===== src/pkg/pwb_pkg.sv =====
// Purpose: shared constants and types for the pwm period/width buffering block
// Assumes: axi4-lite register access, 32-bit data, one aligned word per register
// Notes:   offsets chosen locally; reserved bits read as zero
package pwb_pkg;
  localparam int unsigned      DATA_W          = 32;
  localparam int unsigned      ADDR_W          = 8;
  localparam int unsigned      CNT_W           = 16;
  localparam logic [7:0]       OFF_CTRL        = 8'h00;
  localparam logic [7:0]       OFF_PERIOD      = 8'h04;
  localparam logic [7:0]       OFF_WIDTH       = 8'h08;
  localparam logic [7:0]       OFF_COUNT       = 8'h0C;
  localparam logic [7:0]       OFF_IRQ_STATUS  = 8'h10;
  localparam logic [7:0]       OFF_IRQ_ENABLE  = 8'h14;
  localparam logic [7:0]       OFF_IRQ_CLEAR   = 8'h18;
  localparam int unsigned      BIT_CLK_LO      = 0;
  localparam int unsigned      BIT_EN          = 3;
  localparam int unsigned      BIT_POL         = 4;
  localparam int unsigned      BIT_LOAD        = 5;
  localparam int unsigned      BIT_DIV3        = 6;
  localparam int unsigned      BIT_PIN         = 7;
  localparam int unsigned      BIT_IRQ_PERIOD  = 0;
  localparam logic [15:0]      COUNT_RESET     = 16'h0001;
  localparam logic [15:0]      HOLD_RESET      = 16'h0000;
  localparam logic [1:0]       RESP_OKAY       = 2'h0;
  localparam logic [1:0]       RESP_SLVERR     = 2'h2;

  typedef struct packed {
    logic [2:0] rate_sel;
    logic       enable;
    logic       output_polarity;
    logic       prescale_divide_by_three;
  } pwb_ctrl_s;
endpackage


===== src/rtl/pwb_prescaler.sv =====
// Purpose: counter clock enable generator, /2 or /3 first stage then binary chain
// Assumes: single clock, synchronous reset
// Notes:   held cleared while hold is high
`timescale 1ns/10ps
module pwb_prescaler #(
  parameter int unsigned CHAIN_W = 8
) (
  input  wire logic       clk,
  input  wire logic       rst,
  input  wire logic       hold,
  input  wire logic       div3,
  input  wire logic [2:0] rate_sel,
  output logic            tick
);
  logic [1:0]         first_reg;
  logic               first_tick;
  logic [CHAIN_W-1:0] chain_reg;
  logic               sel_hit;

  assign first_tick = div3 ? (first_reg == 2'h2) : (first_reg == 2'h1);

  // first prescaled clock: /2 or /3
  always_ff @(posedge clk) begin
    if (rst || hold) begin
      first_reg <= 2'h0;
    end else if (first_tick) begin
      first_reg <= 2'h0;
    end else begin
      first_reg <= first_reg + 2'h1;
    end
  end

  always_ff @(posedge clk) begin
    if (rst || hold) begin
      chain_reg <= '0;
    end else if (first_tick) begin
      chain_reg <= chain_reg + {{(CHAIN_W-1){1'b0}}, 1'b1};
    end
  end

  // codes 0..6 give 2^code, code 7 gives 256
  always_comb begin
    case (rate_sel)
      3'h0:    sel_hit = 1'b1;
      3'h1:    sel_hit = (chain_reg[0:0] == 1'h1);
      3'h2:    sel_hit = (chain_reg[1:0] == 2'h3);
      3'h3:    sel_hit = (chain_reg[2:0] == 3'h7);
      3'h4:    sel_hit = (chain_reg[3:0] == 4'hF);
      3'h5:    sel_hit = (chain_reg[4:0] == 5'h1F);
      3'h6:    sel_hit = (chain_reg[5:0] == 6'h3F);
      default: sel_hit = (chain_reg == {CHAIN_W{1'b1}});
    endcase
  end

  always_ff @(posedge clk) begin
    if (rst || hold) begin
      tick <= 1'b0;
    end else begin
      tick <= first_tick && sel_hit;
    end
  end
endmodule


===== src/rtl/pwb_axil_slave.sv =====
// Purpose: axi4-lite slave front end presenting simple write/read strobes
// Assumes: one write and one read at a time
// Notes:   write strobe fires when both address and data are held
`timescale 1ns/10ps
module pwb_axil_slave #(
  parameter int unsigned AW = 8
) (
  input  wire logic          clk,
  input  wire logic          rst,
  input  wire logic [AW-1:0] s_axi_awaddr,
  input  wire logic          s_axi_awvalid,
  output logic               s_axi_awready,
  input  wire logic [31:0]   s_axi_wdata,
  input  wire logic [3:0]    s_axi_wstrb,
  input  wire logic          s_axi_wvalid,
  output logic               s_axi_wready,
  output logic [1:0]         s_axi_bresp,
  output logic               s_axi_bvalid,
  input  wire logic          s_axi_bready,
  input  wire logic [AW-1:0] s_axi_araddr,
  input  wire logic          s_axi_arvalid,
  output logic               s_axi_arready,
  output logic [31:0]        s_axi_rdata,
  output logic [1:0]         s_axi_rresp,
  output logic               s_axi_rvalid,
  input  wire logic          s_axi_rready,
  output logic               wr_en,
  output logic [AW-1:0]      wr_addr,
  output logic [31:0]        wr_data,
  output logic [3:0]         wr_strb,
  input  wire logic          wr_err,
  output logic               rd_en,
  output logic [AW-1:0]      rd_addr,
  input  wire logic [31:0]   rd_data,
  input  wire logic          rd_err
);
  logic aw_have;
  logic w_have;

  assign wr_en   = aw_have && w_have && !s_axi_bvalid;
  assign rd_en   = s_axi_arvalid && s_axi_arready;
  assign rd_addr = s_axi_araddr;

  always_ff @(posedge clk) begin
    if (rst) begin
      aw_have       <= 1'b0;
      w_have        <= 1'b0;
      s_axi_awready <= 1'b1;
      s_axi_wready  <= 1'b1;
      s_axi_bvalid  <= 1'b0;
      s_axi_bresp   <= pwb_pkg::RESP_OKAY;
      wr_addr       <= '0;
      wr_data       <= '0;
      wr_strb       <= '0;
    end else begin
      if (s_axi_awvalid && s_axi_awready) begin
        aw_have       <= 1'b1;
        s_axi_awready <= 1'b0;
        wr_addr       <= s_axi_awaddr;
      end
      if (s_axi_wvalid && s_axi_wready) begin
        w_have       <= 1'b1;
        s_axi_wready <= 1'b0;
        wr_data      <= s_axi_wdata;
        wr_strb      <= s_axi_wstrb;
      end
      if (wr_en) begin
        aw_have      <= 1'b0;
        w_have       <= 1'b0;
        s_axi_bvalid <= 1'b1;
        s_axi_bresp  <= wr_err ? pwb_pkg::RESP_SLVERR : pwb_pkg::RESP_OKAY;
      end
      if (s_axi_bvalid && s_axi_bready) begin
        s_axi_bvalid  <= 1'b0;
        s_axi_awready <= 1'b1;
        s_axi_wready  <= 1'b1;
      end
    end
  end

  always_ff @(posedge clk) begin
    if (rst) begin
      s_axi_arready <= 1'b1;
      s_axi_rvalid  <= 1'b0;
      s_axi_rdata   <= '0;
      s_axi_rresp   <= pwb_pkg::RESP_OKAY;
    end else if (rd_en) begin
      s_axi_arready <= 1'b0;
      s_axi_rvalid  <= 1'b1;
      s_axi_rdata   <= rd_data;
      s_axi_rresp   <= rd_err ? pwb_pkg::RESP_SLVERR : pwb_pkg::RESP_OKAY;
    end else if (s_axi_rvalid && s_axi_rready) begin
      s_axi_rvalid  <= 1'b0;
      s_axi_arready <= 1'b1;
    end
  end
endmodule


===== src/rtl/pwb_pwm.sv =====
// Purpose: pwm submodule with period/width holding and active buffers, counter, prescaler
// Assumes: axi4-lite master, single 125 MHz clock, synchronous active-high reset
// Notes:   active buffers are not bus visible; interrupt on period completion
//
// Design decisions made here: the register addresses and the AXI4-Lite slave port.
`timescale 1ns/10ps
module pwb_pwm #(
  parameter int unsigned CNT_W = pwb_pkg::CNT_W
) (
  input  wire logic                        clk,
  input  wire logic                        rst,
  input  wire logic [pwb_pkg::ADDR_W-1:0]  s_axi_awaddr,
  input  wire logic                        s_axi_awvalid,
  output logic                             s_axi_awready,
  input  wire logic [31:0]                 s_axi_wdata,
  input  wire logic [3:0]                  s_axi_wstrb,
  input  wire logic                        s_axi_wvalid,
  output logic                             s_axi_wready,
  output logic [1:0]                       s_axi_bresp,
  output logic                             s_axi_bvalid,
  input  wire logic                        s_axi_bready,
  input  wire logic [pwb_pkg::ADDR_W-1:0]  s_axi_araddr,
  input  wire logic                        s_axi_arvalid,
  output logic                             s_axi_arready,
  output logic [31:0]                      s_axi_rdata,
  output logic [1:0]                       s_axi_rresp,
  output logic                             s_axi_rvalid,
  input  wire logic                        s_axi_rready,
  output logic                             pwm_out,
  output logic                             irq
);
  localparam int unsigned AW = pwb_pkg::ADDR_W;

  logic              wr_en;
  logic [AW-1:0]     wr_addr;
  logic [31:0]       wr_data;
  logic [3:0]        wr_strb;
  logic              wr_err;
  logic              rd_en;
  logic [AW-1:0]     rd_addr;
  logic [31:0]       rd_data;
  logic              rd_err;

  pwb_pkg::pwb_ctrl_s ctrl_reg;
  logic [CNT_W-1:0]  period_hold_reg;
  logic [CNT_W-1:0]  pulse_width_hold_reg;
  logic [CNT_W-1:0]  period_active_buffer_reg;
  logic [CNT_W-1:0]  pulse_width_active_buffer_reg;
  logic [CNT_W-1:0]  pwm_count_reg;
  logic              out_ff_reg;
  logic              status_reg;
  logic              irq_en_reg;
  logic              en_d_reg;
  logic              tick;
  logic              load_cmd;
  logic              wr_ctrl;
  logic              wr_period;
  logic              wr_width;
  logic              wr_clear;
  logic              period_end;
  logic              width_hit;
  logic              start_evt;
  logic              period_evt;

  pwb_axil_slave #(
    .AW(AW)
  ) u_bus (
    .clk           (clk),
    .rst           (rst),
    .s_axi_awaddr  (s_axi_awaddr),
    .s_axi_awvalid (s_axi_awvalid),
    .s_axi_awready (s_axi_awready),
    .s_axi_wdata   (s_axi_wdata),
    .s_axi_wstrb   (s_axi_wstrb),
    .s_axi_wvalid  (s_axi_wvalid),
    .s_axi_wready  (s_axi_wready),
    .s_axi_bresp   (s_axi_bresp),
    .s_axi_bvalid  (s_axi_bvalid),
    .s_axi_bready  (s_axi_bready),
    .s_axi_araddr  (s_axi_araddr),
    .s_axi_arvalid (s_axi_arvalid),
    .s_axi_arready (s_axi_arready),
    .s_axi_rdata   (s_axi_rdata),
    .s_axi_rresp   (s_axi_rresp),
    .s_axi_rvalid  (s_axi_rvalid),
    .s_axi_rready  (s_axi_rready),
    .wr_en         (wr_en),
    .wr_addr       (wr_addr),
    .wr_data       (wr_data),
    .wr_strb       (wr_strb),
    .wr_err        (wr_err),
    .rd_en         (rd_en),
    .rd_addr       (rd_addr),
    .rd_data       (rd_data),
    .rd_err        (rd_err)
  );

  pwb_prescaler u_presc (
    .clk      (clk),
    .rst      (rst),
    .hold     (!ctrl_reg.enable || load_cmd),
    .div3     (ctrl_reg.prescale_divide_by_three),
    .rate_sel (ctrl_reg.rate_sel),
    .tick     (tick)
  );

  // write decode
  always_comb begin
    wr_ctrl   = 1'b0;
    wr_period = 1'b0;
    wr_width  = 1'b0;
    wr_clear  = 1'b0;
    wr_err    = 1'b0;
    if (wr_addr == pwb_pkg::OFF_CTRL) begin
      wr_ctrl = wr_en;
    end else if (wr_addr == pwb_pkg::OFF_PERIOD) begin
      wr_period = wr_en;
    end else if (wr_addr == pwb_pkg::OFF_WIDTH) begin
      wr_width = wr_en;
    end else if (wr_addr == pwb_pkg::OFF_IRQ_CLEAR) begin
      wr_clear = wr_en;
    end else if (wr_addr == pwb_pkg::OFF_COUNT || wr_addr == pwb_pkg::OFF_IRQ_ENABLE
                 || wr_addr == pwb_pkg::OFF_IRQ_STATUS) begin
      wr_err = 1'b0; // count and status writes ignored
    end else begin
      wr_err = 1'b1;
    end
  end

  // load acts only when enabled before and after the write
  assign load_cmd   = wr_ctrl && wr_strb[0] && wr_data[pwb_pkg::BIT_LOAD]
                      && ctrl_reg.enable && wr_data[pwb_pkg::BIT_EN];
  assign period_end = ctrl_reg.enable && tick
                      && (pwm_count_reg == period_active_buffer_reg);
  assign width_hit  = ctrl_reg.enable && tick
                      && (pwm_count_reg == pulse_width_active_buffer_reg);
  assign start_evt  = ctrl_reg.enable && !en_d_reg;
  assign period_evt = period_end || load_cmd || start_evt;

  always_ff @(posedge clk) begin
    if (rst) begin
      ctrl_reg <= '0;
      en_d_reg <= 1'b0;
    end else begin
      en_d_reg <= ctrl_reg.enable;
      if (wr_ctrl && wr_strb[0]) begin
        ctrl_reg.rate_sel                 <= wr_data[pwb_pkg::BIT_CLK_LO +: 3];
        ctrl_reg.enable                   <= wr_data[pwb_pkg::BIT_EN];
        ctrl_reg.output_polarity          <= wr_data[pwb_pkg::BIT_POL];
        ctrl_reg.prescale_divide_by_three <= wr_data[pwb_pkg::BIT_DIV3];
      end
    end
  end

  // holding registers change only on software writes
  always_ff @(posedge clk) begin
    if (rst) begin
      period_hold_reg      <= pwb_pkg::HOLD_RESET;
      pulse_width_hold_reg <= pwb_pkg::HOLD_RESET;
    end else begin
      if (wr_period && (&wr_strb[1:0])) begin
        period_hold_reg <= wr_data[CNT_W-1:0];
      end
      if (wr_width && (&wr_strb[1:0])) begin
        pulse_width_hold_reg <= wr_data[CNT_W-1:0];
      end
    end
  end

  // active buffers, internal only
  always_ff @(posedge clk) begin
    if (rst) begin
      period_active_buffer_reg      <= pwb_pkg::HOLD_RESET;
      pulse_width_active_buffer_reg <= pwb_pkg::HOLD_RESET;
    end else if (!ctrl_reg.enable || period_end || load_cmd) begin
      period_active_buffer_reg      <= period_hold_reg;
      pulse_width_active_buffer_reg <= pulse_width_hold_reg;
    end
  end

  always_ff @(posedge clk) begin
    if (rst) begin
      pwm_count_reg <= pwb_pkg::COUNT_RESET;
    end else if (!ctrl_reg.enable || load_cmd || period_end) begin
      pwm_count_reg <= pwb_pkg::COUNT_RESET;
    end else if (tick) begin
      pwm_count_reg <= pwm_count_reg + {{(CNT_W-1){1'b0}}, 1'b1};
    end
  end

  // output flip-flop
  always_ff @(posedge clk) begin
    if (rst || !ctrl_reg.enable) begin
      out_ff_reg <= 1'b0;
    end else if (load_cmd) begin
      out_ff_reg <= (pulse_width_hold_reg != '0);
    end else if (start_evt) begin
      out_ff_reg <= (pulse_width_active_buffer_reg != '0);
    end else if (period_end) begin
      out_ff_reg <= (pulse_width_hold_reg != '0);
    end else if (width_hit) begin
      out_ff_reg <= 1'b0;
    end
  end

  always_ff @(posedge clk) begin
    if (rst) begin
      pwm_out <= 1'b0;
    end else begin
      pwm_out <= (ctrl_reg.enable ? out_ff_reg : 1'b0) ^ ctrl_reg.output_polarity;
    end
  end

  // sticky status, set wins over clear
  always_ff @(posedge clk) begin
    if (rst) begin
      status_reg <= 1'b0;
      irq_en_reg <= 1'b0;
      irq        <= 1'b0;
    end else begin
      if (period_evt) begin
        status_reg <= 1'b1;
      end else if (wr_clear && wr_strb[0] && wr_data[pwb_pkg::BIT_IRQ_PERIOD]) begin
        status_reg <= 1'b0;
      end
      if (wr_en && wr_addr == pwb_pkg::OFF_IRQ_ENABLE && wr_strb[0]) begin
        irq_en_reg <= wr_data[pwb_pkg::BIT_IRQ_PERIOD];
      end
      irq <= status_reg && irq_en_reg;
    end
  end

  // read decode
  always_comb begin
    rd_data = '0;
    rd_err  = 1'b0;
    if (rd_addr == pwb_pkg::OFF_CTRL) begin
      rd_data[pwb_pkg::BIT_CLK_LO +: 3] = ctrl_reg.rate_sel;
      rd_data[pwb_pkg::BIT_EN]          = ctrl_reg.enable;
      rd_data[pwb_pkg::BIT_POL]         = ctrl_reg.output_polarity;
      rd_data[pwb_pkg::BIT_DIV3]        = ctrl_reg.prescale_divide_by_three;
      rd_data[pwb_pkg::BIT_PIN]         = pwm_out;
    end else if (rd_addr == pwb_pkg::OFF_PERIOD) begin
      rd_data[CNT_W-1:0] = period_hold_reg;
    end else if (rd_addr == pwb_pkg::OFF_WIDTH) begin
      rd_data[CNT_W-1:0] = pulse_width_hold_reg;
    end else if (rd_addr == pwb_pkg::OFF_COUNT) begin
      rd_data[CNT_W-1:0] = pwm_count_reg;
    end else if (rd_addr == pwb_pkg::OFF_IRQ_STATUS) begin
      rd_data[pwb_pkg::BIT_IRQ_PERIOD] = status_reg;
    end else if (rd_addr == pwb_pkg::OFF_IRQ_ENABLE) begin
      rd_data[pwb_pkg::BIT_IRQ_PERIOD] = irq_en_reg;
    end else if (rd_addr == pwb_pkg::OFF_IRQ_CLEAR) begin
      rd_data = '0;
    end else begin
      rd_err = 1'b1;
    end
  end
endmodule


===== config.mk =====
export PLATFORM = sky130hd
export DESIGN_NAME = pwb_pwm
export DESIGN_NICKNAME = d
export VERILOG_FILES = /design/src/pkg/pwb_pkg.sv /design/src/rtl/pwb_prescaler.sv /design/src/rtl/pwb_axil_slave.sv /design/src/rtl/pwb_pwm.sv
export SDC_FILE = /design/constraint.sdc
export NUM_CORES = 1
export LEC_CHECK = 0
export CORE_UTILIZATION = 35
export DETAILED_ROUTE_END_ITERATION = 16
export DONT_BUFFER_PORTS = 1
export PLACE_DENSITY = 0.51
export SYNTH_ARGS = -nofsm -noshare
export SYNTH_HDL_FRONTEND = slang
export SYNTH_HIERARCHICAL = 1
export SYNTH_SLANG_ARGS = --single-unit

===== constraint.sdc =====
create_clock -name clk -period 3.4 [get_ports clk]
set_input_delay 0 -clock clk [delete_from_list [all_inputs] [get_ports clk]]
set_output_delay 0 -clock clk [all_outputs]
set_load 0.01 [all_outputs]

# After elaboration in Yosys (flattened, before gate mapping)

Cells that the tools add are included.

Add/sub/neg operators: 3
Equal/unequal tests: 28
Multiplexer cells: 46
Bitwise gates (word level): 1
Reduce and logical (&&, ||, !) cells: 49

Operator list:

| kind                    | count |
|---|---|
| $eq A8 B5 Y1 const B    | 6 |
| $mux W16                | 3 |
| $mux W1                 | 37 |
| $eq A16 B16 Y1          | 2 |
| $eq A8 B4 Y1 const B    | 4 |
| $reduce_bool A16 Y1     | 2 |
| $logic_and A1 B1 Y1     | 23 |
| $add A16 B1 Y16 const B | 1 |
| $eq A8 B3 Y1 const B    | 2 |
| $logic_not A8 Y1        | 2 |
| $eq A3 B3 Y1 const B    | 4 |
| $logic_or A1 B1 Y1      | 10 |
| $add A8 B1 Y8 const B   | 1 |
| $eq A8 B8 Y1 const B    | 1 |
| $mux W8                 | 1 |
| $reduce_or A2 Y1        | 4 |
| $pmux W1 S7             | 1 |
| $eq A3 B2 Y1 const B    | 2 |
| $eq A6 B6 Y1 const B    | 1 |
| $mux W2                 | 3 |
| $eq A5 B5 Y1 const B    | 1 |
| $mux W5                 | 1 |
| $eq A2 B2 Y1 const B    | 2 |
| $eq A4 B4 Y1 const B    | 1 |
| 9 further kinds         | 12 |

Bits in registers: 172
Output and inout bits: 43

# Depth between registers and ports, before layout

Gate-level depths: netlist of the first run.

Depth after elaboration: 10
Gate-level depth with buffers: 10

# By module

Netlist of the first run, hierarchy kept.

By module, submodules not included:

| module         | instances | cells each | area an instance (µm²) | seq. area each (µm²) |
|---|---|---|---|---|
| pwb_pwm        | 1         | 474        | 4491.8                 | 1841.8 |
| pwb_axil_slave | 1         | 376        | 3099.2                 | 1701.6 |
| pwb_prescaler  | 1         | 68         | 575.6                  | 220.2 |

# Least setup slack after synthesis of the first run

OpenSTA, ideal clock, no wires.

Path kind: register to register
From: reg u_bus.s_axi_bvalid
To: reg u_presc.tick
Arrival: 1.957 ns
Data required time: 3.309 ns
Setup slack: 1.352 ns
Cell stages (with the launch flop): 11
Buffers on the path: 1
Period minus slack after synthesis: 2.048 ns
Path through: dfxtp_1 nand3b_1 inv_1 and2_1 nand4_1 nand2_1 or2_2 clkbuf_1 a21oi_1 nand4_1 a311oi_1

Word-level cells in the longest chain between the ends: 9

RTL lines:

| element                           | line                 | text |
|---|---|---|
| start, declared                   | pwb_axil_slave.sv:18 | `output logic s_axi_bvalid,` |
| start signal, assigned            | pwb_axil_slave.sv:50 | `s_axi_bvalid <= 1'b0;` |
| start signal, assigned            | pwb_axil_slave.sv:70 | `s_axi_bvalid <= 1'b1;` |
| start signal, assigned            | pwb_axil_slave.sv:74 | `s_axi_bvalid <= 1'b0;` |
| $logic_not A1 Y1                  | pwb_axil_slave.sv:40 | `assign wr_en = aw_have && w_have && !s_axi_bvalid;` |
| $logic_and A1 B1 Y1               | pwb_axil_slave.sv:40 |  |
| via wr_en                         | pwb_pwm.sv:34        | `logic wr_en;` |
| $mux W1                           | pwb_pwm.sv:114       | `if (wr_addr == pwb_pkg::OFF_CTRL) begin` |
| $logic_and A1 B1 Y1 (2 in series) | pwb_pwm.sv:131       | `assign load_cmd = wr_ctrl && wr_strb[0] && wr_data[pwb_pkg::BIT_LOAD]` |
| $logic_and A1 B1 Y1 (2 in series) | pwb_pwm.sv:132       | `&& ctrl_reg.enable && wr_data[pwb_pkg::BIT_EN];` |
| $logic_or A1 B1 Y1                | pwb_pwm.sv:101       | `.hold (!ctrl_reg.enable \|\| load_cmd),` |
| $logic_or A1 B1 Y1                | pwb_prescaler.sv:56  | `if (rst \|\| hold) begin` |
| end signal, assigned              | pwb_prescaler.sv:59  | `tick <= first_tick && sel_hit;` |
| end, declared                     | pwb_prescaler.sv:13  | `output logic tick` |

The timed path passes the listed nets, and every way through them passes these cells.
A chain may end at the register's enable or synchronous reset.

# Worst setup path in the final report of the first run

From: reg u_bus.s_axi_bvalid
To: reg u_presc.chain_reg[6]

Word-level cells in the longest chain between the ends: 9

RTL lines:

| element                           | line                 | text |
|---|---|---|
| $logic_not A1 Y1                  | pwb_axil_slave.sv:40 |  |
| $logic_and A1 B1 Y1               | pwb_axil_slave.sv:40 |  |
| via wr_en                         | pwb_pwm.sv:34        |  |
| $mux W1                           | pwb_pwm.sv:114       |  |
| $logic_and A1 B1 Y1 (2 in series) | pwb_pwm.sv:131       |  |
| $logic_and A1 B1 Y1 (2 in series) | pwb_pwm.sv:132       |  |
| $logic_or A1 B1 Y1                | pwb_pwm.sv:101       |  |
| $logic_or A1 B1 Y1                | pwb_prescaler.sv:34  | `if (rst \|\| hold) begin` |
| end signal, assigned              | pwb_prescaler.sv:37  | `chain_reg <= chain_reg + {{(CHAIN_W-1){1'b0}}, 1'b1};` |
| end, declared                     | pwb_prescaler.sv:17  | `logic [CHAIN_W-1:0] chain_reg;` |

The timed path passes the listed nets, and every way through them passes these cells.

==> results of run 1 <==
-- worst max path at each step --
stage / endpoint / start / cells after the start
after floorplan: u_presc/tick / u_bus/s_axi_bvalid / 10
after detailed placement: u_presc/chain_reg[6] / u_bus/s_axi_bvalid / 8
after global placement: u_presc/chain_reg[6] / u_bus/s_axi_bvalid / 8
final: u_presc/chain_reg[6] / u_bus/s_axi_bvalid / 8
after CTS: u_presc/chain_reg[6] / u_bus/s_axi_bvalid / 8
after global routing: u_presc/tick / u_bus/s_axi_bvalid / 9
-- placed cells by master (no fill, tap or decap), types with 6 or more instances in the layout --
cell type      instances
a22oi_1               10
nand3_1               19
nor2_1               119
buf_4                  6
dlygate4sd3_1         50
mux2i_1               79
a21oi_1               68
dfxtp_1              170
xnor2_1               22
mux2_2                10
clkbuf_16             17
nand4_1               13
conb_1                18
nand2_1              138
xor2_1                30
nor4_1                11
-- per-stage QoR --
step           setup WS [ns]  cells  cell area, um^2  hold WS [ns]  total power, mW
2_1_floorplan           1.35    861             7620        0.0894             2.26
3_3_place_gp            1.00   1075             7590        0.0793             2.24
3_5_place_dp           0.966   1075             7590        0.0808             2.24
4_1_cts                0.931   1158             8760       0.00896             4.41
5_1_grt                0.792   1158             8760        0.0429             4.53
6_report               0.903   1158             8760        0.0127             4.37
-- power breakdown --
| part | internal, mW | switching, mW | total (mW) |
|---|---|---|---|
| combinational | 0.0860 | 0.112 | 0.198 |
| clock | 1.27 | 0.821 | 2.10 |
| sequential | 2.03 | 0.0462 | 2.07 |
-- area by class of cell --
cell class / instances / area, um^2 / area share [%]
flip-flops and latches: 170 / 3400 / 38.9
well taps: 275 / 344 / 3.93
inverters: 6 / 23.8 / 0.271
clock inverters: 13 / 189 / 2.16
multi-input cells: 618 / 3770 / 43.1
repair buffers: 57 / 573 / 6.54
clock buffers: 19 / 453 / 5.17
-- layer usage --
layer	vias to the layer above	wire, um
li1	2882	-
met5	-	0
met2	105	8480
met3	21	936
met1	2720	8640
met4	0	296
-- worst register-to-register path, stage by stage, from the launching register on --
cell	delay, ns
dfxtp_1	0.44
nand3b_1	0.21
inv_1	0.09
and2_1	0.18
nand4_1	0.25
nand2_1	0.21
or2_2	0.45
or4_1	0.53
nand2_1	0.08
==> metrics, run 1 <==
outcome=finished clean; diode count=0; Vias/cell=4.95; Leak=3.26 nW; cts bufs inserted=17; Syn Std Cell Area=about 7600 um^2; critical path cell sequence=nand3b_1, inv_1, and2_1, nand4_1, nand2_1, or2_2, or4_1, nand2_1; YS warnings=6; CTS Hold Buffers Added=51; worst setup path class=reg -> reg; antenna-violating nets left=0; Top Family by Delay on Critical Path=simple AND/OR/NAND/NOR gates; first-pass GRT wire length=~30000 um; crit path DAT=2.87 ns; Final Hold Viols=0; pwr dens=499 nW/um^2; reg2reg start=u_bus/s_axi_bvalid; initial antenna violation count=0; Initial Util=a little over a third; crit-path most repeated cell=nand2_1; VDD IR max=between 0.3 and 0.4 mV; Hold Path Class=in -> reg; Syn Inst Count=845; total wire length=between 15000 and 20000 um; # clock sinks=170; max-slew violation count=0; core area=21100 um^2; RR Endpoint=u_presc/chain_reg[6]; area delta synth->final=15.9%; Startpoint Class=flip-flop; Port Buffers=0; nets=934; Worst Hold End=u_bus/s_axi_rdata[6]; clock-pin slew on the worst setup and hold paths=approximately 0.07 ns; First-pass DRT Iterations=5; TNS Setup=0 ns; element type at the critical path end=flip-flop; CP peak stage delay=0.53 ns; Hold Path Stages=4; post-CTS sizing=0; Root Buffer=clkbuf_16; max reg flops=32; hpwl dp=approximately 12000 um; RSZ-0062 raised after global routing=false; Req. time, crit path=3.77 ns; Die Y=149 um; Row Count=53; Top Ports=102; final setup vio count=0; final core occ=about two fifths; CP bufs+invs=1; Worst Reg-to-Reg Cells=8; R2R Setup Slk=0.90 ns; share of cells above drive strength 1=8.38%; vias in the first global route=5589; busiest grt layer=met2; total of max-cap violations=0; Final Cycle Share=about three quarters; largest register by flop count=u_bus/s_axi_rdata; total grt overflow=0; clock latency on the worst-skew pair=0.43 ns; met2 Use GR=27.7%; hold path start=s_axi_araddr[2]; FMAX=~0.4 GHz; Post-Synthesis Mean Instance Area=around 9 um^2; drt wl/cell=15.8 um; CTS tree=built; met1 GRT Util=between 20% and 30%; GRT Util Overall=between 15 and 20%; GR Util met3=4.46%; die area=~22000 um^2; DR DRC count=0; Min Clock Period, post-route=2.50 ns; largest net degree at the start of global routing=144; Initial DRC Count=around 230; Clock Skews=0.0106 ns; vias=approximately 5700; Worst Max-Slew Pin Slew=0.742 ns; Post-CTS Setup Inserts=0; H-tree depth=4; relative slew slack=a little over 50%; die width=149 um; Fill cells=2138; clock tree buffer depth=2; Worst path slowest cell=or4_1; Crit Path Max Fanout=11; gpl congestion=0.761
Note: power is estimated with default switching activity, not from simulation.
==> run 2, diff against run 1 <==
- clock period: 3.4 -> 2.6 ns (I/O delays scaled with it)
==> run 2 against run 1 <==
- the run now ends with negative hold slack left
- via count shrank 1.3%
- hold slack lost 0.019 ns
- setup slack lost 0.64 ns
- clock-buffer cell count decreased by 1
- first-iteration DRC count is 45% higher
- critical path type unchanged
- highest routed layer unchanged
==> metrics, run 2 (synthesized netlist as in run 1, its figures left out) <==
Leak=3.22 nW (was 3.26 nW); die width=149 um (unchanged); CTS tree=built (unchanged); GRT Util Overall=17.4% (was 17.2%); max reg flops=32 (unchanged); Worst Reg-to-Reg Cells=8 (unchanged); gpl congestion=0.793 (was 0.761); CP peak stage delay=0.52 ns (was 0.53 ns); first-pass GRT wire length=29800 um (was 29700 um); hold path start=rst (was s_axi_araddr[2]); final setup vio count=0 (unchanged); Row Count=53 (unchanged); CP bufs+invs=1 (unchanged); nets=929 (was 934); Fill cells=2174 (was 2138); Post-CTS Setup Inserts=0 (unchanged); crit-path most repeated cell=nand2_1 (unchanged); final core occ=40.9% (was 41.5%); crit path capture=u_presc/chain_reg[6] (unchanged); share of cells above drive strength 1=9.57% (was 8.38%); First-pass DRT Iterations=5 (unchanged); Top Ports=102 (unchanged); total grt overflow=0 (unchanged); CP Depth=8 (unchanged); largest net degree at the start of global routing=143 (was 144); commonest non-fill, non-tap cell in the layout=dfxtp_1 (unchanged); outcome=finished with violations (was finished clean); cts bufs inserted=17 (unchanged); RSZ-0062 raised after global routing=false (unchanged); Root Buffer=clkbuf_16 (unchanged); Clock Skews=0.0135 ns (was 0.0106 ns); Worst Max-Slew Pin Slew=0.738 ns (was 0.742 ns); drt wl/cell=16.1 um (was 15.8 um); Final Cycle Share=89.8% (was 73.4%); H-tree depth=4 (unchanged); Top Family by Delay on Critical Path=simple AND/OR/NAND/NOR gates (unchanged); Startpoint Class=flip-flop (unchanged); Seq. cell area=3400 um^2 (unchanged); Initial DRC Count=327 (was 226); clock tree buffer depth=2 (unchanged); die area=22200 um^2 (unchanged); TNS Setup=0 ns (unchanged); design area=8630 um^2 (was 8760 um^2); Crit Path Max Fanout=11 (unchanged); Hold Path Class=in -> reg (unchanged); element type at the critical path end=flip-flop (unchanged); R2R Setup Slk=0.26 ns (was 0.90 ns); DR DRC count=0 (unchanged); reg2reg start=u_bus/s_axi_bvalid (unchanged); most frequent cells in the layout=170 x dfxtp_1, 138 x nand2_1, 119 x nor2_1 (unchanged); largest register by flop count=u_bus/s_axi_rdata (unchanged); total of max-cap violations=0 (unchanged); Vias/cell=4.91 (was 4.95); Setup crit start=u_bus/s_axi_bvalid (unchanged); Initial Util=35.8% (unchanged); RR Endpoint=u_presc/chain_reg[6] (unchanged); Worst path slowest cell=or4_1 (unchanged); Die Y=149 um (unchanged); initial antenna violation count=0 (unchanged); failing checks=negative hold slack; hpwl dp=12500 um (was 12200 um); crit path DAT=2.71 ns (was 2.87 ns); pwr dens=626 nW/um^2 (was 499 nW/um^2); area occupied by multi-input gates=3780 um^2 (was 3770 um^2); Port Buffers=0 (unchanged); # clock sinks=170 (unchanged); VDD IR max=0.421 mV (was 0.332 mV); Req. time, crit path=2.97 ns (was 3.77 ns); critical path cell sequence=nand3b_1, inv_1, and2_1, nand4_1, nand2_1, or2_2, or4_1, nand2_1 (unchanged); FMAX=0.428 GHz (was 0.401 GHz); Min Clock Period, post-route=2.34 ns (was 2.50 ns); area delta synth->final=14.2% (was 15.9%); antenna-violating nets left=0 (unchanged); diode count=0 (unchanged); core area=21100 um^2 (unchanged); worst setup path class=reg -> reg (unchanged); vias=5656 (was 5728); Hold WS=-0.00583 ns (was 0.0127 ns); Final Hold Viols=1 (was 0); clock latency on the worst-skew pair=0.43 ns (about the same); relative slew slack=50.7% (was 50.5%); post-placement cell area=7670 um^2 (was 7590 um^2); vias in the first global route=5397 (was 5589); clock-pin slew on the worst setup and hold paths=0.07 ns (about the same); total wire length=18500 um (was 18400 um); max-slew violation count=0 (unchanged)
run 2: changes by cell type in the layout (fill, tap and decap cells not counted):
cell,delta
clkinv_2,-2
buf_4,+9
bufinv_16,-4
nand4_2,-1
inv_6,+4
dlygate4sd3_1,-15
inv_8,+3
nand4_4,+1
clkbuf_8,-1
buf_12,+1
run 2: area by class of cell:
type                    count  area share (%)
well taps                 275            3.99
flip-flops and latches    170            39.4
repair buffers             52            5.92
clock inverters            14            1.48
inverters                   6           0.276
clock buffers              18            5.09
multi-input cells         618            43.8
run 2: metrics by stage:
step	total power, mW	setup WS [ns]	instances
6_report	5.40	0.265	1153
5_1_grt	5.62	0.0731	1153
4_1_cts	5.47	0.140	1153
3_5_place_dp	2.93	0.190	1085
3_3_place_gp	2.92	0.214	1085
2_1_floorplan	2.95	0.552	861
run 2: what timing repair did:
item	CTS	global route
setup endpoints to repair	0	16
gates resized for setup	0	1
hold buffers	36	0
endpoints found under the hold margin	168	0
run 2: how the worst min path moves through the flow:
stage / slack [ns] / cells after the start / end
after floorplan: 0.09 / 1 / en_d_reg
after global placement: 0.08 / 1 / u_bus/wr_addr[6]
after detailed placement: 0.08 / 1 / u_bus/wr_addr[6]
after CTS: 0.02 / 5 / u_bus/s_axi_rdata[3]
after global routing: 0.05 / 2 / ctrl_reg[1]
final: -0.006 / 2 / u_bus/wr_addr[5]
run 2: power by group:
| group | switching [mW] | internal [mW] | leakage, nW | total, mW |
|---|---|---|---|---|
| combinational | 0.147 | 0.0976 | 1.57 | 0.244 |
| clock | 1.16 | 1.29 | 0.275 | 2.45 |
| sequential | 0.0598 | 2.65 | 1.38 | 2.71 |
| total | 1.36 | 4.04 | 3.22 | 5.40 |
run 2: per-layer routing:
layer	track usage (%)	up-vias	routed length, um
li1	-	2877	-
met1	23.1	2644	8770
met2	26.7	110	8400
met3	4.74	25	906
met4	7.14	0	436
met5	0	-	0
==> run 3, diff against run 2 <==
- CORE_ASPECT_RATIO: unset -> 0.75
- clock period: 2.6 -> 3 ns (I/O delays scaled with it)
==> run 3 against run 2 <==
- final area about the same
- critical endpoint is now pulse_width_hold_reg[11]
- clock-buffer cell count rose by 4
- first-iteration DRC count up 18%
- die area hardly changed
- flip-flop and latch count is the same
- the flow now finishes without violations
- via count about the same
- critical path depth unchanged
- register-to-register slack improved by 0.27 ns
- clock power shrank 6%
- hold slack gained 0.026 ns
- largest cell class unchanged
- routed wire length is 0.22% higher
- cell count up 0.52%
==> metrics, run 3 (synthesized netlist as in run 1, its figures left out) <==
outcome=finished clean (was finished with violations); H-tree depth=4 (unchanged); relative slew slack=43.9% (was 50.7%); Worst Max-Slew Pin Slew=0.840 ns (was 0.738 ns); Post-CTS Setup Inserts=0 (unchanged); diode count=0 (unchanged); commonest non-fill, non-tap cell in the layout=dfxtp_1 (unchanged); share of cells above drive strength 1=8.38% (was 9.57%); largest net degree at the start of global routing=143 (unchanged); Initial DRC Count=386 (was 327); initial antenna violation count=0 (unchanged); Die Y=129 um (was 149 um); die area=22200 um^2 (about the same); vias=5660 (was 5656); post-place setup slack=0.553 ns (was 0.190 ns); Initial Util=35.7% (was 35.8%); total wire length=18600 um (was 18500 um); final core occ=40.7% (was 40.9%); max reg flops=32 (unchanged); Vias/cell=4.88 (was 4.91); CP peak stage delay=0.67 ns (was 0.52 ns); vias in the first global route=5302 (was 5397); CP bufs+invs=1 (unchanged); First-pass DRT Iterations=5 (unchanged); Leak=3.22 nW (about the same); most frequent cells in the layout=170 x dfxtp_1, 138 x nand2_1, 119 x nor2_1 (unchanged); TNS Setup=0 ns (unchanged); Non-Filler Instances=1159 (was 1153); Row Count=46 (was 53); Startpoint Class=flip-flop (unchanged); first-pass GRT wire length=29100 um (was 29800 um); pwr dens=564 nW/um^2 (was 626 nW/um^2); clock tree buffer depth=2 (unchanged); Worst path slowest cell=nand4_2 (was or4_1); antenna-violating nets left=0 (unchanged); GRT Util Overall=17.3% (was 17.4%); Root Buffer=clkbuf_16 (unchanged); crit path DAT=2.76 ns (was 2.71 ns); VDD IR max=0.449 mV (was 0.421 mV); crit-path most repeated cell=nor2_1 (was nand2_1); DR DRC count=0 (unchanged); Final Hold Viols=0 (was 1); Cell Count Post-Placement=1091 (was 1085); largest register by flop count=u_bus/s_axi_rdata (unchanged); hpwl dp=12300 um (was 12500 um); Top Ports=102 (unchanged); RSZ-0062 raised after global routing=false (unchanged); die width=172 um (was 149 um); Port Buffers=0 (unchanged); clock latency on the worst-skew pair=0.43 ns (about the same); Seq. cell area=3400 um^2 (unchanged); area occupied by multi-input gates=3770 um^2 (was 3780 um^2); nets=923 (was 929); area delta synth->final=14.1% (was 14.2%); Crit Path Max Fanout=16 (was 11); CTS tree=built (unchanged); design area=8620 um^2 (was 8630 um^2); Min Clock Period, post-route=2.46 ns (was 2.34 ns); worst setup path class=reg -> reg (unchanged); worst setup margin=0.536 ns (was 0.265 ns); element type at the critical path end=flip-flop (unchanged); cts bufs inserted=17 (unchanged); drt wl/cell=16.0 um (was 16.1 um); Hold Path Class=in -> reg (unchanged); total grt overflow=0 (unchanged); clock-pin slew on the worst setup and hold paths=0.06 ns (was 0.07 ns); Top Family by Delay on Critical Path=simple AND/OR/NAND/NOR gates (unchanged); Req. time, crit path=3.29 ns (was 2.97 ns); critical path cell sequence=nand3b_1, inv_1, and2_1, nand2_1, nor2_1, nand4_2, mux2i_1, nor2_1 (was nand3b_1, inv_1, and2_1, nand4_1, nand2_1, or2_2, or4_1, nand2_1); Fill cells=2171 (was 2174); total of max-cap violations=0 (unchanged); core area=21200 um^2 (was 21100 um^2); Clock Skews=0.00789 ns (was 0.0135 ns); # clock sinks=170 (unchanged); Final Cycle Share=82.1% (was 89.8%); gpl congestion=0.750 (was 0.793); FMAX=0.406 GHz (was 0.428 GHz); max-slew violation count=0 (unchanged); post-placement cell area=7630 um^2 (was 7670 um^2); final setup vio count=0 (unchanged)
## run 3: timing repair
action	CTS	global route
resized for setup	0	0
endpoints found under the hold margin	153	0
hold buffers	37	0
## run 3: stage by stage
stage / power, mW / hold WS, ns
floorplan: 2.56 / 0.0894
global placement: 2.53 / 0.101
detailed placement: 2.53 / 0.108
CTS: 4.93 / 0.0167
global route: 5.07 / 0.0494
finish: 4.87 / 0.0198
## run 3: layout make-up
type,instances,area share (%)
Clock buffer,22,5.38
Clock inverter,9,1.68
Inverter,6,0.276
Multi-Input combinational cell,618,43.7
Sequential cell,170,39.5
Tap cell,288,4.18
Timing Repair Buffer,46,5.28
## run 3: final timing paths
path	slack, ns	from	endpoint	cells past startpoint
max	0.54	u_bus/s_axi_bvalid	pulse_width_hold_reg[11]	8
min	0.02	rst	period_active_buffer_reg[1]	2
max reg2reg	0.54	u_bus/s_axi_bvalid	pulse_width_hold_reg[11]	8
min reg2reg	0.46	u_bus/wr_strb[0]	u_bus/wr_strb[0]	2
## run 3: report_power, final
part / switching, mW / leakage [nW] / total [mW] / internal, mW
clock: 0.876 / 0.304 / 2.30 / 1.43
combinational: 0.128 / 1.54 / 0.212 / 0.0840
sequential: 0.0529 / 1.38 / 2.35 / 2.30
## run 3: per-layer routing
| layer | GRT usage [%] | wire [um] | up-vias |
|---|---|---|---|
| li1 | - | - | 2863 |
| met1 | 25.4 | 10100 | 2680 |
| met2 | 24.5 | 7590 | 105 |
| met3 | 5.44 | 790 | 12 |
| met4 | 3.36 | 110 | 0 |
| met5 | 0 | 0 | - |
